**config.mk**
```make
export PLATFORM = sky130hd
export DESIGN_NAME = cfgdec_config_word
export DESIGN_NICKNAME = d
export VERILOG_FILES = /design/src/cfgdec_pkg.sv /design/src/cfgdec_config_word.sv
export SDC_FILE = /design/constraint.sdc
export NUM_CORES = 1
export LEC_CHECK = 0
export BUFFER_PORTS_ARGS = -buffer_cell sky130_fd_sc_hd__buf_2
export CAP_MARGIN = 20
export CORE_MARGIN = 1
export CORE_UTILIZATION = 50
export DETAILED_ROUTE_END_ITERATION = 7
export PLACE_DENSITY = 0.81
export SLEW_MARGIN = 10
export SYNTH_ARGS = -nofsm -noshare
export SYNTH_HDL_FRONTEND = slang
export SYNTH_SLANG_ARGS = --single-unit
```
**constraint.sdc**
```tcl
create_clock -name clk -period 2.6 [get_ports clk]
set_clock_uncertainty 0.2 [all_clocks]
set_input_delay 0.39 -clock clk [delete_from_list [all_inputs] [get_ports clk]]
set_output_delay 0.39 -clock clk [all_outputs]
set_load 0.02 [all_outputs]
```
**src/cfgdec_pkg.sv**
```systemverilog
// cfgdec_pkg: constants, enums and carriers of the configuration word decoder
// assumes a 125 MHz core clock and an AXI4-Lite register master
package cfgdec_pkg;

  // ****************************************
  // configuration word layout
  // ****************************************
  localparam logic [13:0] CFG_WORD_ADDR = 14'h2007;
  localparam logic [13:0] CFG_SPACE_LO = 14'h2000;
  localparam logic [13:0] CFG_SPACE_HI = 14'h3fff;
  localparam logic [13:0] CFG_ERASED = 14'h3fff;
  localparam int UNIMP_BIT = 7;
  localparam int BOR_BIT = 6;
  localparam int PUP_N_BIT = 3;
  localparam int WDT_BIT = 2;
  localparam int CLK_LSB = 0;
  localparam logic [1:0] CP_OFF = 2'h3;
  localparam logic [1:0] CP_UPPER = 2'h2;
  localparam logic [1:0] CP_MID = 2'h1;
  localparam logic [1:0] CP_ALL = 2'h0;
  localparam logic [10:0] GUARD_BASE_1K = 11'h400;
  localparam logic [10:0] GUARD_BASE_HALFK = 11'h200;
  localparam logic [10:0] GUARD_BASE_ZERO = 11'h000;
  localparam logic [10:0] TOP_2K = 11'h7ff;
  localparam logic [10:0] TOP_1K = 11'h3ff;
  localparam logic [10:0] TOP_HALFK = 11'h1ff;

  // ****************************************
  // timing
  // ****************************************
  localparam int unsigned CLK_MHZ = 125;
  localparam int unsigned PUP_MS = 72;
  localparam int unsigned PUP_CYCLES = PUP_MS * CLK_MHZ * 1000;
  localparam int unsigned OSU_OSC_CYCLES = 1024;

  // ****************************************
  // register map
  // ****************************************
  localparam logic [31:0] REG_PROG_ADDR = 32'h0000_0000;
  localparam logic [31:0] REG_PROG_DATA = 32'h0000_0004;
  localparam logic [31:0] REG_STATUS = 32'h0000_0008;
  localparam logic [31:0] REG_SEQ = 32'h0000_000c;
  localparam logic [1:0] RESP_OKAY = 2'h0;
  localparam logic [1:0] RESP_SLVERR = 2'h2;
  localparam logic [1:0] RESP_DECERR = 2'h3;
  localparam int ST_BOR = 0;
  localparam int ST_PUP = 1;
  localparam int ST_WDT = 2;
  localparam int ST_CLK_LSB = 3;
  localparam int ST_GUARD = 5;
  localparam int ST_BASE_LSB = 16;
  localparam int SQ_STATE_LSB = 0;
  localparam int SQ_RESET = 3;
  localparam int SQ_PROG = 4;
  localparam int SQ_CAUSE_LSB = 5;
  localparam logic [4:0] SYNC_RST = 5'h04;

  // ****************************************
  // types
  // ****************************************
  typedef enum logic [1:0] {SIZE_2K = 2'h0, SIZE_1K = 2'h1, SIZE_HALFK = 2'h2} cfgdec_size_e;
  typedef enum logic [1:0] {
    CLK_LOW_POWER_CRYSTAL = 2'h0,
    CLK_STANDARD_CRYSTAL = 2'h1,
    CLK_HIGH_SPEED_CRYSTAL = 2'h2,
    CLK_RC = 2'h3
  } cfgdec_clk_e;
  typedef enum logic [2:0] {
    SEQ_HOLD = 3'h0,
    SEQ_PUP = 3'h1,
    SEQ_OSU = 3'h3,
    SEQ_RUN = 3'h2,
    SEQ_SLEEP = 3'h6
  } cfgdec_state_e;
  typedef enum logic [1:0] {CAUSE_POR = 2'h0, CAUSE_BOR = 2'h1, CAUSE_OTHER = 2'h2} cfgdec_cause_e;
  typedef struct packed {
    logic borEn;
    logic pupEn;
    logic wdtEn;
    cfgdec_clk_e clkMode;
    logic guardOn;
    logic [10:0] guardBase;
    logic [10:0] guardTop;
  } cfgdec_opt_s;
  localparam cfgdec_opt_s OPT_RST = '{1'b1, 1'b1, 1'b1, CLK_RC, 1'b0, 11'h000, 11'h000};
  typedef struct packed {
    logic [31:0] awaddr;
    logic awvalid;
    logic [31:0] wdata;
    logic [3:0] wstrb;
    logic wvalid;
    logic bready;
    logic [31:0] araddr;
    logic arvalid;
    logic rready;
  } cfgdec_axi_req_s;
  typedef struct packed {
    logic awready;
    logic wready;
    logic [1:0] bresp;
    logic bvalid;
    logic arready;
    logic [31:0] rdata;
    logic [1:0] rresp;
    logic rvalid;
  } cfgdec_axi_rsp_s;

endpackage : cfgdec_pkg

```
**src/cfgdec_config_word.sv**
```systemverilog
// cfgdec_config_word: configuration word store, option decode, reset sequencer
// assumes pins are asynchronous to clk; sleepReq and wakeIrq come from clk logic
`timescale 1ns/1ns

module cfgdec_config_word #(
  parameter cfgdec_pkg::cfgdec_size_e MEM_SIZE = cfgdec_pkg::SIZE_2K,
  parameter int unsigned PUP_CYCLES = cfgdec_pkg::PUP_CYCLES,
  parameter int unsigned OSU_CYCLES = cfgdec_pkg::OSU_OSC_CYCLES
) (
  // clock and reset
  input wire logic clk,
  input wire logic rst_b,
  // register bus
  input wire cfgdec_pkg::cfgdec_axi_req_s axiReq,
  output cfgdec_pkg::cfgdec_axi_rsp_s axiRsp,
  // pins
  input wire logic progModePin,
  input wire logic brownoutPin,
  input wire logic mclrPin_b,
  input wire logic watchdogTimeout,
  input wire logic clockInputPin,
  // core
  input wire logic sleepReq,
  input wire logic wakeIrq,
  // decoded options and reset state
  output cfgdec_pkg::cfgdec_opt_s opt,
  output logic crystalMode,
  output logic watchdogOscRun,
  output logic deviceReset,
  output logic sleeping
);

  localparam int PW = $clog2(PUP_CYCLES + 1);
  localparam int OW = $clog2(OSU_CYCLES + 1);
  localparam logic [PW-1:0] PUP_LAST = PW'(PUP_CYCLES - 1);
  localparam logic [OW-1:0] OSU_LAST = OW'(OSU_CYCLES - 1);

  logic [4:0] meta_q;
  logic [4:0] sync_q;
  logic clkIn_q;
  logic clkRise;
  logic progMode;
  logic mclr;
  logic borTrip;
  logic wdtTo;
  logic resetReq;
  logic [13:0] cfgWord_q;
  logic [13:0] progAddr_q;
  logic [1:0] cpAll;
  cfgdec_pkg::cfgdec_opt_s liveOpt;
  cfgdec_pkg::cfgdec_opt_s opt_q;
  cfgdec_pkg::cfgdec_state_e state_q;
  cfgdec_pkg::cfgdec_state_e state_d;
  cfgdec_pkg::cfgdec_cause_e cause_q;
  logic [PW-1:0] pupCnt_q;
  logic [OW-1:0] osuCnt_q;
  logic pupDone;
  logic osuDone;
  logic awFire;
  logic arFire;
  logic [1:0] wResp;
  logic [1:0] rResp;
  logic [31:0] rData;
  logic bvalid_q;
  logic [1:0] bresp_q;
  logic rvalid_q;
  logic [1:0] rresp_q;
  logic [31:0] rdata_q;
  logic rdCfg_q;

  // ****************************************
  // pin synchronisers
  // ****************************************
  always_ff @(posedge clk or negedge rst_b)
  begin
    if (!rst_b)
    begin
      meta_q <= cfgdec_pkg::SYNC_RST;
      sync_q <= cfgdec_pkg::SYNC_RST;
    end
    else
    begin
      meta_q <= {clockInputPin, watchdogTimeout, mclrPin_b, brownoutPin, progModePin};
      sync_q <= meta_q;
    end
  end

  always_ff @(posedge clk or negedge rst_b)
  begin
    if (!rst_b)
      clkIn_q <= 1'b0;
    else
      clkIn_q <= sync_q[4];
  end

  // crystal or external clock both arrive as edges here
  assign clkRise = sync_q[4] & ~clkIn_q;
  assign progMode = sync_q[0];
  assign mclr = ~sync_q[2];
  assign borTrip = sync_q[1] & (state_q == cfgdec_pkg::SEQ_HOLD ? liveOpt.borEn : opt_q.borEn);
  assign wdtTo = sync_q[3] & opt_q.wdtEn;
  assign resetReq = progMode | mclr | borTrip;

  // ****************************************
  // option decode
  // ****************************************
  always_comb
  begin
    cpAll = cfgWord_q[13:12] & cfgWord_q[11:10] & cfgWord_q[9:8] & cfgWord_q[5:4];
    liveOpt.borEn = cfgWord_q[cfgdec_pkg::BOR_BIT];
    liveOpt.pupEn = ~cfgWord_q[cfgdec_pkg::PUP_N_BIT] | cfgWord_q[cfgdec_pkg::BOR_BIT];
    liveOpt.wdtEn = cfgWord_q[cfgdec_pkg::WDT_BIT];
    liveOpt.clkMode = cfgdec_pkg::cfgdec_clk_e'(cfgWord_q[cfgdec_pkg::CLK_LSB +: 2]);
    liveOpt.guardOn = 1'b0;
    liveOpt.guardBase = cfgdec_pkg::GUARD_BASE_ZERO;
    liveOpt.guardTop = cfgdec_pkg::TOP_2K;
    unique case (MEM_SIZE)
      cfgdec_pkg::SIZE_2K:
      begin
        liveOpt.guardOn = cpAll != cfgdec_pkg::CP_OFF;
        if (cpAll == cfgdec_pkg::CP_UPPER)
          liveOpt.guardBase = cfgdec_pkg::GUARD_BASE_1K;
        else if (cpAll == cfgdec_pkg::CP_MID)
          liveOpt.guardBase = cfgdec_pkg::GUARD_BASE_HALFK;
      end
      cfgdec_pkg::SIZE_1K:
      begin
        liveOpt.guardTop = cfgdec_pkg::TOP_1K;
        liveOpt.guardOn = cpAll == cfgdec_pkg::CP_MID || cpAll == cfgdec_pkg::CP_ALL;
        if (cpAll == cfgdec_pkg::CP_MID)
          liveOpt.guardBase = cfgdec_pkg::GUARD_BASE_HALFK;
      end
      default:
      begin
        liveOpt.guardTop = cfgdec_pkg::TOP_HALFK;
        liveOpt.guardOn = cpAll == cfgdec_pkg::CP_ALL;
      end
    endcase
  end

  // options follow the word only while the sequencer sits in SEQ_HOLD
  always_ff @(posedge clk or negedge rst_b)
  begin
    if (!rst_b)
      opt_q <= cfgdec_pkg::OPT_RST;
    else if (state_q == cfgdec_pkg::SEQ_HOLD)
      opt_q <= liveOpt;
  end

  assign opt = opt_q;
  assign crystalMode = opt_q.clkMode != cfgdec_pkg::CLK_RC;
  assign watchdogOscRun = opt_q.wdtEn;
  assign deviceReset = state_q != cfgdec_pkg::SEQ_RUN && state_q != cfgdec_pkg::SEQ_SLEEP;
  assign sleeping = state_q == cfgdec_pkg::SEQ_SLEEP;

  // ****************************************
  // reset sequencer
  // ****************************************
  assign pupDone = pupCnt_q == PUP_LAST;
  assign osuDone = clkRise && osuCnt_q == OSU_LAST;

  always_comb
  begin
    state_d = state_q;
    unique case (state_q)
      cfgdec_pkg::SEQ_HOLD:
      begin
        if (!resetReq)
        begin
          if (cause_q != cfgdec_pkg::CAUSE_OTHER && liveOpt.pupEn)
            state_d = cfgdec_pkg::SEQ_PUP;
          else if (cause_q == cfgdec_pkg::CAUSE_POR && liveOpt.clkMode != cfgdec_pkg::CLK_RC)
            state_d = cfgdec_pkg::SEQ_OSU;
          else
            state_d = cfgdec_pkg::SEQ_RUN;
        end
      end
      cfgdec_pkg::SEQ_PUP:
      begin
        if (resetReq)
          state_d = cfgdec_pkg::SEQ_HOLD;
        else if (pupDone && cause_q == cfgdec_pkg::CAUSE_POR && opt_q.clkMode != cfgdec_pkg::CLK_RC)
          state_d = cfgdec_pkg::SEQ_OSU;
        else if (pupDone)
          state_d = cfgdec_pkg::SEQ_RUN;
      end
      cfgdec_pkg::SEQ_OSU:
      begin
        if (resetReq)
          state_d = cfgdec_pkg::SEQ_HOLD;
        else if (osuDone)
          state_d = cfgdec_pkg::SEQ_RUN;
      end
      cfgdec_pkg::SEQ_RUN:
      begin
        if (resetReq || wdtTo)
          state_d = cfgdec_pkg::SEQ_HOLD;
        else if (sleepReq)
          state_d = cfgdec_pkg::SEQ_SLEEP;
      end
      cfgdec_pkg::SEQ_SLEEP:
      begin
        if (resetReq)
          state_d = cfgdec_pkg::SEQ_HOLD;
        else if ((wdtTo || wakeIrq) && opt_q.clkMode != cfgdec_pkg::CLK_RC)
          state_d = cfgdec_pkg::SEQ_OSU;
        else if (wdtTo || wakeIrq)
          state_d = cfgdec_pkg::SEQ_RUN;
      end
      default:
        state_d = cfgdec_pkg::SEQ_HOLD;
    endcase
  end

  always_ff @(posedge clk or negedge rst_b)
  begin
    if (!rst_b)
      state_q <= cfgdec_pkg::SEQ_HOLD;
    else
      state_q <= state_d;
  end

  always_ff @(posedge clk or negedge rst_b)
  begin
    if (!rst_b)
      cause_q <= cfgdec_pkg::CAUSE_POR;
    else if (borTrip)
      cause_q <= cfgdec_pkg::CAUSE_BOR;
    else if (state_q != cfgdec_pkg::SEQ_HOLD && state_d == cfgdec_pkg::SEQ_HOLD)
      cause_q <= cfgdec_pkg::CAUSE_OTHER;
  end

  // a reset request or leaving the timer state clears the count, so a re-entry restarts it
  always_ff @(posedge clk or negedge rst_b)
  begin
    if (!rst_b)
      pupCnt_q <= '0;
    else if (state_q == cfgdec_pkg::SEQ_PUP && !pupDone && !resetReq)
      pupCnt_q <= pupCnt_q + PW'(1);
    else
      pupCnt_q <= '0;
  end

  always_ff @(posedge clk or negedge rst_b)
  begin
    if (!rst_b)
      osuCnt_q <= '0;
    else if (state_q != cfgdec_pkg::SEQ_OSU)
      osuCnt_q <= '0;
    else if (clkRise)
      osuCnt_q <= osuCnt_q + OW'(1);
  end

  // ****************************************
  // register bus
  // ****************************************
  assign awFire = axiReq.awvalid & axiReq.wvalid & ~bvalid_q;
  assign arFire = axiReq.arvalid & ~rvalid_q;

  always_comb
  begin
    wResp = cfgdec_pkg::RESP_OKAY;
    unique case (axiReq.awaddr)
      cfgdec_pkg::REG_PROG_ADDR, cfgdec_pkg::REG_STATUS, cfgdec_pkg::REG_SEQ:
        wResp = cfgdec_pkg::RESP_OKAY;
      cfgdec_pkg::REG_PROG_DATA:
        wResp = progMode ? cfgdec_pkg::RESP_OKAY : cfgdec_pkg::RESP_SLVERR;
      default:
        wResp = cfgdec_pkg::RESP_DECERR;
    endcase
  end

  always_comb
  begin
    rResp = cfgdec_pkg::RESP_OKAY;
    rData = '0;
    unique case (axiReq.araddr)
      cfgdec_pkg::REG_PROG_ADDR:
        rData[13:0] = progAddr_q;
      cfgdec_pkg::REG_PROG_DATA:
      begin
        if (!progMode)
          rResp = cfgdec_pkg::RESP_SLVERR;
        else if (progAddr_q == cfgdec_pkg::CFG_WORD_ADDR)
        begin
          rData[13:0] = cfgWord_q;
          rData[cfgdec_pkg::UNIMP_BIT] = 1'b0;
        end
      end
      cfgdec_pkg::REG_STATUS:
      begin
        rData[cfgdec_pkg::ST_BOR] = opt_q.borEn;
        rData[cfgdec_pkg::ST_PUP] = opt_q.pupEn;
        rData[cfgdec_pkg::ST_WDT] = opt_q.wdtEn;
        rData[cfgdec_pkg::ST_CLK_LSB +: 2] = opt_q.clkMode;
        rData[cfgdec_pkg::ST_GUARD] = opt_q.guardOn;
        rData[cfgdec_pkg::ST_BASE_LSB +: 11] = opt_q.guardBase;
      end
      cfgdec_pkg::REG_SEQ:
      begin
        rData[cfgdec_pkg::SQ_STATE_LSB +: 3] = state_q;
        rData[cfgdec_pkg::SQ_RESET] = deviceReset;
        rData[cfgdec_pkg::SQ_PROG] = progMode;
        rData[cfgdec_pkg::SQ_CAUSE_LSB +: 2] = cause_q;
      end
      default:
        rResp = cfgdec_pkg::RESP_DECERR;
    endcase
  end

  always_ff @(posedge clk or negedge rst_b)
  begin
    if (!rst_b)
      progAddr_q <= '0;
    else if (awFire && axiReq.awaddr == cfgdec_pkg::REG_PROG_ADDR)
    begin
      if (axiReq.wstrb[0])
        progAddr_q[7:0] <= axiReq.wdata[7:0];
      if (axiReq.wstrb[1])
        progAddr_q[13:8] <= axiReq.wdata[13:8];
    end
  end

  // only the word at the configuration address is stored; other test space ignores writes
  always_ff @(posedge clk or negedge rst_b)
  begin
    if (!rst_b)
      cfgWord_q <= cfgdec_pkg::CFG_ERASED;
    else if (awFire && axiReq.awaddr == cfgdec_pkg::REG_PROG_DATA && progMode
             && progAddr_q == cfgdec_pkg::CFG_WORD_ADDR)
    begin
      if (axiReq.wstrb[0])
        cfgWord_q[7:0] <= axiReq.wdata[7:0];
      if (axiReq.wstrb[1])
        cfgWord_q[13:8] <= axiReq.wdata[13:8];
    end
  end

  always_ff @(posedge clk or negedge rst_b)
  begin
    if (!rst_b)
    begin
      bvalid_q <= 1'b0;
      bresp_q <= cfgdec_pkg::RESP_OKAY;
    end
    else if (awFire)
    begin
      bvalid_q <= 1'b1;
      bresp_q <= wResp;
    end
    else if (axiReq.bready)
      bvalid_q <= 1'b0;
  end

  always_ff @(posedge clk or negedge rst_b)
  begin
    if (!rst_b)
    begin
      rvalid_q <= 1'b0;
      rresp_q <= cfgdec_pkg::RESP_OKAY;
      rdata_q <= '0;
      rdCfg_q <= 1'b0;
    end
    else if (arFire)
    begin
      rvalid_q <= 1'b1;
      rresp_q <= rResp;
      rdata_q <= rData;
      rdCfg_q <= axiReq.araddr == cfgdec_pkg::REG_PROG_DATA;
    end
    else if (axiReq.rready)
      rvalid_q <= 1'b0;
  end

  assign axiRsp.awready = awFire;
  assign axiRsp.wready = awFire;
  assign axiRsp.bvalid = bvalid_q;
  assign axiRsp.bresp = bresp_q;
  assign axiRsp.arready = ~rvalid_q;
  assign axiRsp.rvalid = rvalid_q;
  assign axiRsp.rresp = rresp_q;
  assign axiRsp.rdata = rdata_q;
endmodule : cfgdec_config_word

```
==> results.yml <==
layout:
  nNetsFinal: 757
  diodes: 0
  utilization: 0.6092
  layoutNonFillerInstCount: 782
  drive_above_1_share: 0.3467
  area_delta_synth_final_pct: 17.77
routing:
  drtPass1Iterations: 4
  ant_nets: 0
  via_per_inst: 5.437
  initialDrtViolationCount: 356
  vias: 4252
  drc_errors: 0
  wl_per_cell_um: 15.84
  wl_mm: 12.38
pwr:
  power_frac_seq: 0.539
  p_leak_nw: 2.921
  p_int_mw: 2.453
  p_clk_frac: 0.382
  power.switching_mw: 0.7428
  max-vdd-ir-drop_uv: 332.9
  combinationalPowerShare: 0.079
  power.share.switching: 0.2325
  power_mw: 3.196
  powerDensity_nw_per_um2: 505.9
timing:
  rsz0062_at_grt: "no"
  timing.final.crit_period_ps: 2363
  max_freq_mhz: 423.2
  setup_viol: 0
  post-route-period-util: 0.9088
  worstMarginPinSlew_ps: 799.8
  relSlewSlack: 0.4668
  slew_viol_final: 0
  fin_setup_tns_ps: 0
  hold_viol_final: 0
yosys:
  synth-seq-cells: 109
  ys_types: 52
  ys_seq_area_frac: 0.5132
  synth_warnings: 0
  synthArstFlopShare: 1.000
  synth_edf_count: 0
  synthesis.area_um2: 5364
  postSynthCellCount: 509
  ys.flop_type: "dfrtp_1"
  synth.avg_cell_area_um2: 10.54
clocking:
  clockBufferDepth: 2
  insertion_delay_ps: 360
  path_clk_slew_ps: 100
  cts-root-buf: "clkbuf_8"
  cts_tree: "done"
  cts_sinks: 109
  cts_htree_levels: 3
  post_cts_resized: 0
  post-cts-setup-buffers: 0
  cts_buffers: 9
worst_setup_path:
  reg2reg_depth: 5
  crit_required_ps: 2620
  crit_top_cell: "nor2_1"
  crit_type: "reg2reg"
  critPathMaxStageDelay_ps: 640
  r2r-start: "pupCnt_q[20]$_DFF_PN0_"
  crit_slowest_cell: "or3_1"
  cp-start-kind: "flop"
  critPathMaxFanout: 24
  crit_chain: "nor4b_1 -> nand4_1 -> nor2_1 -> or3_1 -> nor2_1"
  rrSetupSlack_ps: 240
  crit_path_end_kind: "flop"
  cp.arrival_ps: 2380
  startpoint: "pupCnt_q[20]$_DFF_PN0_"
  r2r_end: "pupCnt_q[23]$_DFF_PN0_"
place:
  io_buffers: 141
  gp_congestion: 0.7787
  dp_hpwl_mm: 9.232
  dp.cells: 758
floorplan:
  initial_utilization: 0.5173
  chipHeight_um: 105.6
  core_area_um2: 10370
  io_pins: 187
  die_x_um: 105.6
  rows: 37
  die-area_um2: 11150
global_routing:
  overflow: 0
  grt_pass1_vias: 4269
  track_usage: 0.2278
  antenna_found_initial: 0
  grt_max_degree: 56
  grt_pass1_wl_mm: 20.22
worst_hold_path:
  min_from: "axiReq[51]"
  worstHoldPathType: "in2reg"
  hold_depth: 2
  min_to: "progAddr_q[11]$_DFFE_PN0P_"
job:
  drv_cap: 0
run_status:
  outcome: "completed"
-- metrics by stage --
step	hold slack, ps	instance area, um2	worst slack [ps]
floorplan	-105.6	5454	574.9
global placement	133.1	5992	344.7
detailed placement	136.3	5992	196.7
CTS	49.57	6317	259.5
global route	54.25	6317	68.41
finish	64.69	6317	237.2
-- cells in the mapped netlist (14+ instances only) --
master,count,share of area
dfstp_2,20,0.098
nor4_1,15,0.017
nor2_1,55,0.038
xor2_1,20,0.033
o21ai_0,21,0.020
buf_4,40,0.056
a21oi_1,18,0.017
nand4_1,22,0.026
nor2b_1,14,0.016
nand2_1,33,0.023
mux2_2,34,0.071
dfrtp_1,89,0.42
-- cell type report --
class | instances | area (um2)
clock buffer | 9 | 123.9
clock inverter | 7 | 121.4
fill | 853 | 4053
inverter | 6 | 22.52
multi-input combinational | 359 | 2273
sequential | 109 | 2753
tap | 136 | 170.2
timing repair buffer | 156 | 853.3
-- per-layer routing --
| metal | vias to the layer above | wire length, um | global-route usage |
|---|---|---|---|
| met5 | - | 0 | 0 |
| met4 | 0 | 100 | 0.04167 |
| met3 | 10 | 804 | 0.03834 |
| met2 | 178 | 6184 | 0.4018 |
| met1 | 2059 | 5294 | 0.2981 |
| li1 | 2005 | - | - |
-- worst max-delay path by stage --
stage,to,slack (ps),cells past startpoint
2_1_floorplan,progAddr_q[0]$_DFFE_PN0P_,570,6
3_3_place_gp,progAddr_q[7]$_DFFE_PN0P_,340,6
3_5_place_dp,rdata_q[11]$_DFFE_PN0P_,200,6
4_1_cts,pupCnt_q[23]$_DFF_PN0_,260,5
5_1_grt,pupCnt_q[13]$_DFF_PN0_,70,5
6_report,pupCnt_q[23]$_DFF_PN0_,240,5
-- critical path, delay by kind of cell (launching register included) --
family           cells  cell delay, ps
and+or+nand+nor      5            1580
DFF                  1             440
-- layout by cell type (no fill, tap or decap), drive strengths merged, types with 2 or more instances in the layout --
master / synthesis / routed
a21oi: 18 / 18
nand3b: 2 / 2
bufinv: 0 / 3
xnor2: 8 / 8
ha: 2 / 2
dfstp: 20 / 20
mux2: 34 / 34
buf: 47 / 148
conb: 1 / 25
dfrtp: 89 / 89
a221o: 2 / 2
clkinv: 0 / 2
or3b: 2 / 2
nor4b: 6 / 6
and3: 8 / 8
nand3: 8 / 8
nor3: 5 / 5
nand2: 34 / 34
nand4: 22 / 22
o21ai: 22 / 22
and4b: 2 / 2
nand2b: 3 / 3
dlygate4sd3: 0 / 8
mux2i: 2 / 2
nor4: 15 / 15
and2: 5 / 5
xor2: 20 / 20
and4: 11 / 11
nor2b: 14 / 14
or3: 5 / 5
inv: 6 / 8
a22oi: 6 / 6
a21o: 2 / 2
nor2: 55 / 55
or2: 2 / 2
clkbuf: 12 / 9
a22o: 4 / 4
a31oi: 2 / 2
-- sequential cells by signal, indices dropped and copies added, names as in the netlist, 3 cells and up --
name and flops:
pupCnt_q 24, rdata_q 16, progAddr_q 14, cfgWord_q 13, osuCnt_q 11, opt 8, meta_q 5, sync_q 5
state_q 3
-- cell families after synthesis --
logic type      after synthesis  share of synthesized area
mux                          36                    0.07511
xor+xnor                     28                    0.04572
simple gates                200                     0.2004
flops                       109                     0.5132
other cells                   1                  0.0006991
buf+inv                      65                    0.07977
fa+ha+maj                     2                   0.004665
compound gates               68                    0.08048
-- power by group through the flow --
stage / clock [mW] / combinational (mW) / sequential [mW]
6_report: 1.22 / 0.252 / 1.72
5_1_grt: 1.30 / 0.279 / 1.72
4_1_cts: 1.24 / 0.254 / 1.72
3_5_place_dp: 0 / 0.244 / 1.75
3_3_place_gp: 0 / 0.237 / 1.75
2_1_floorplan: 0 / 0.145 / 1.75
-- what timing repair did --
item | 4_1_cts | 5_1_grt
endpoints found under the setup margin | 0 | 0
hold buffers | 8 | 0
endpoints found under the hold margin | 40 | 0
(Power assumes the default switching activity.)
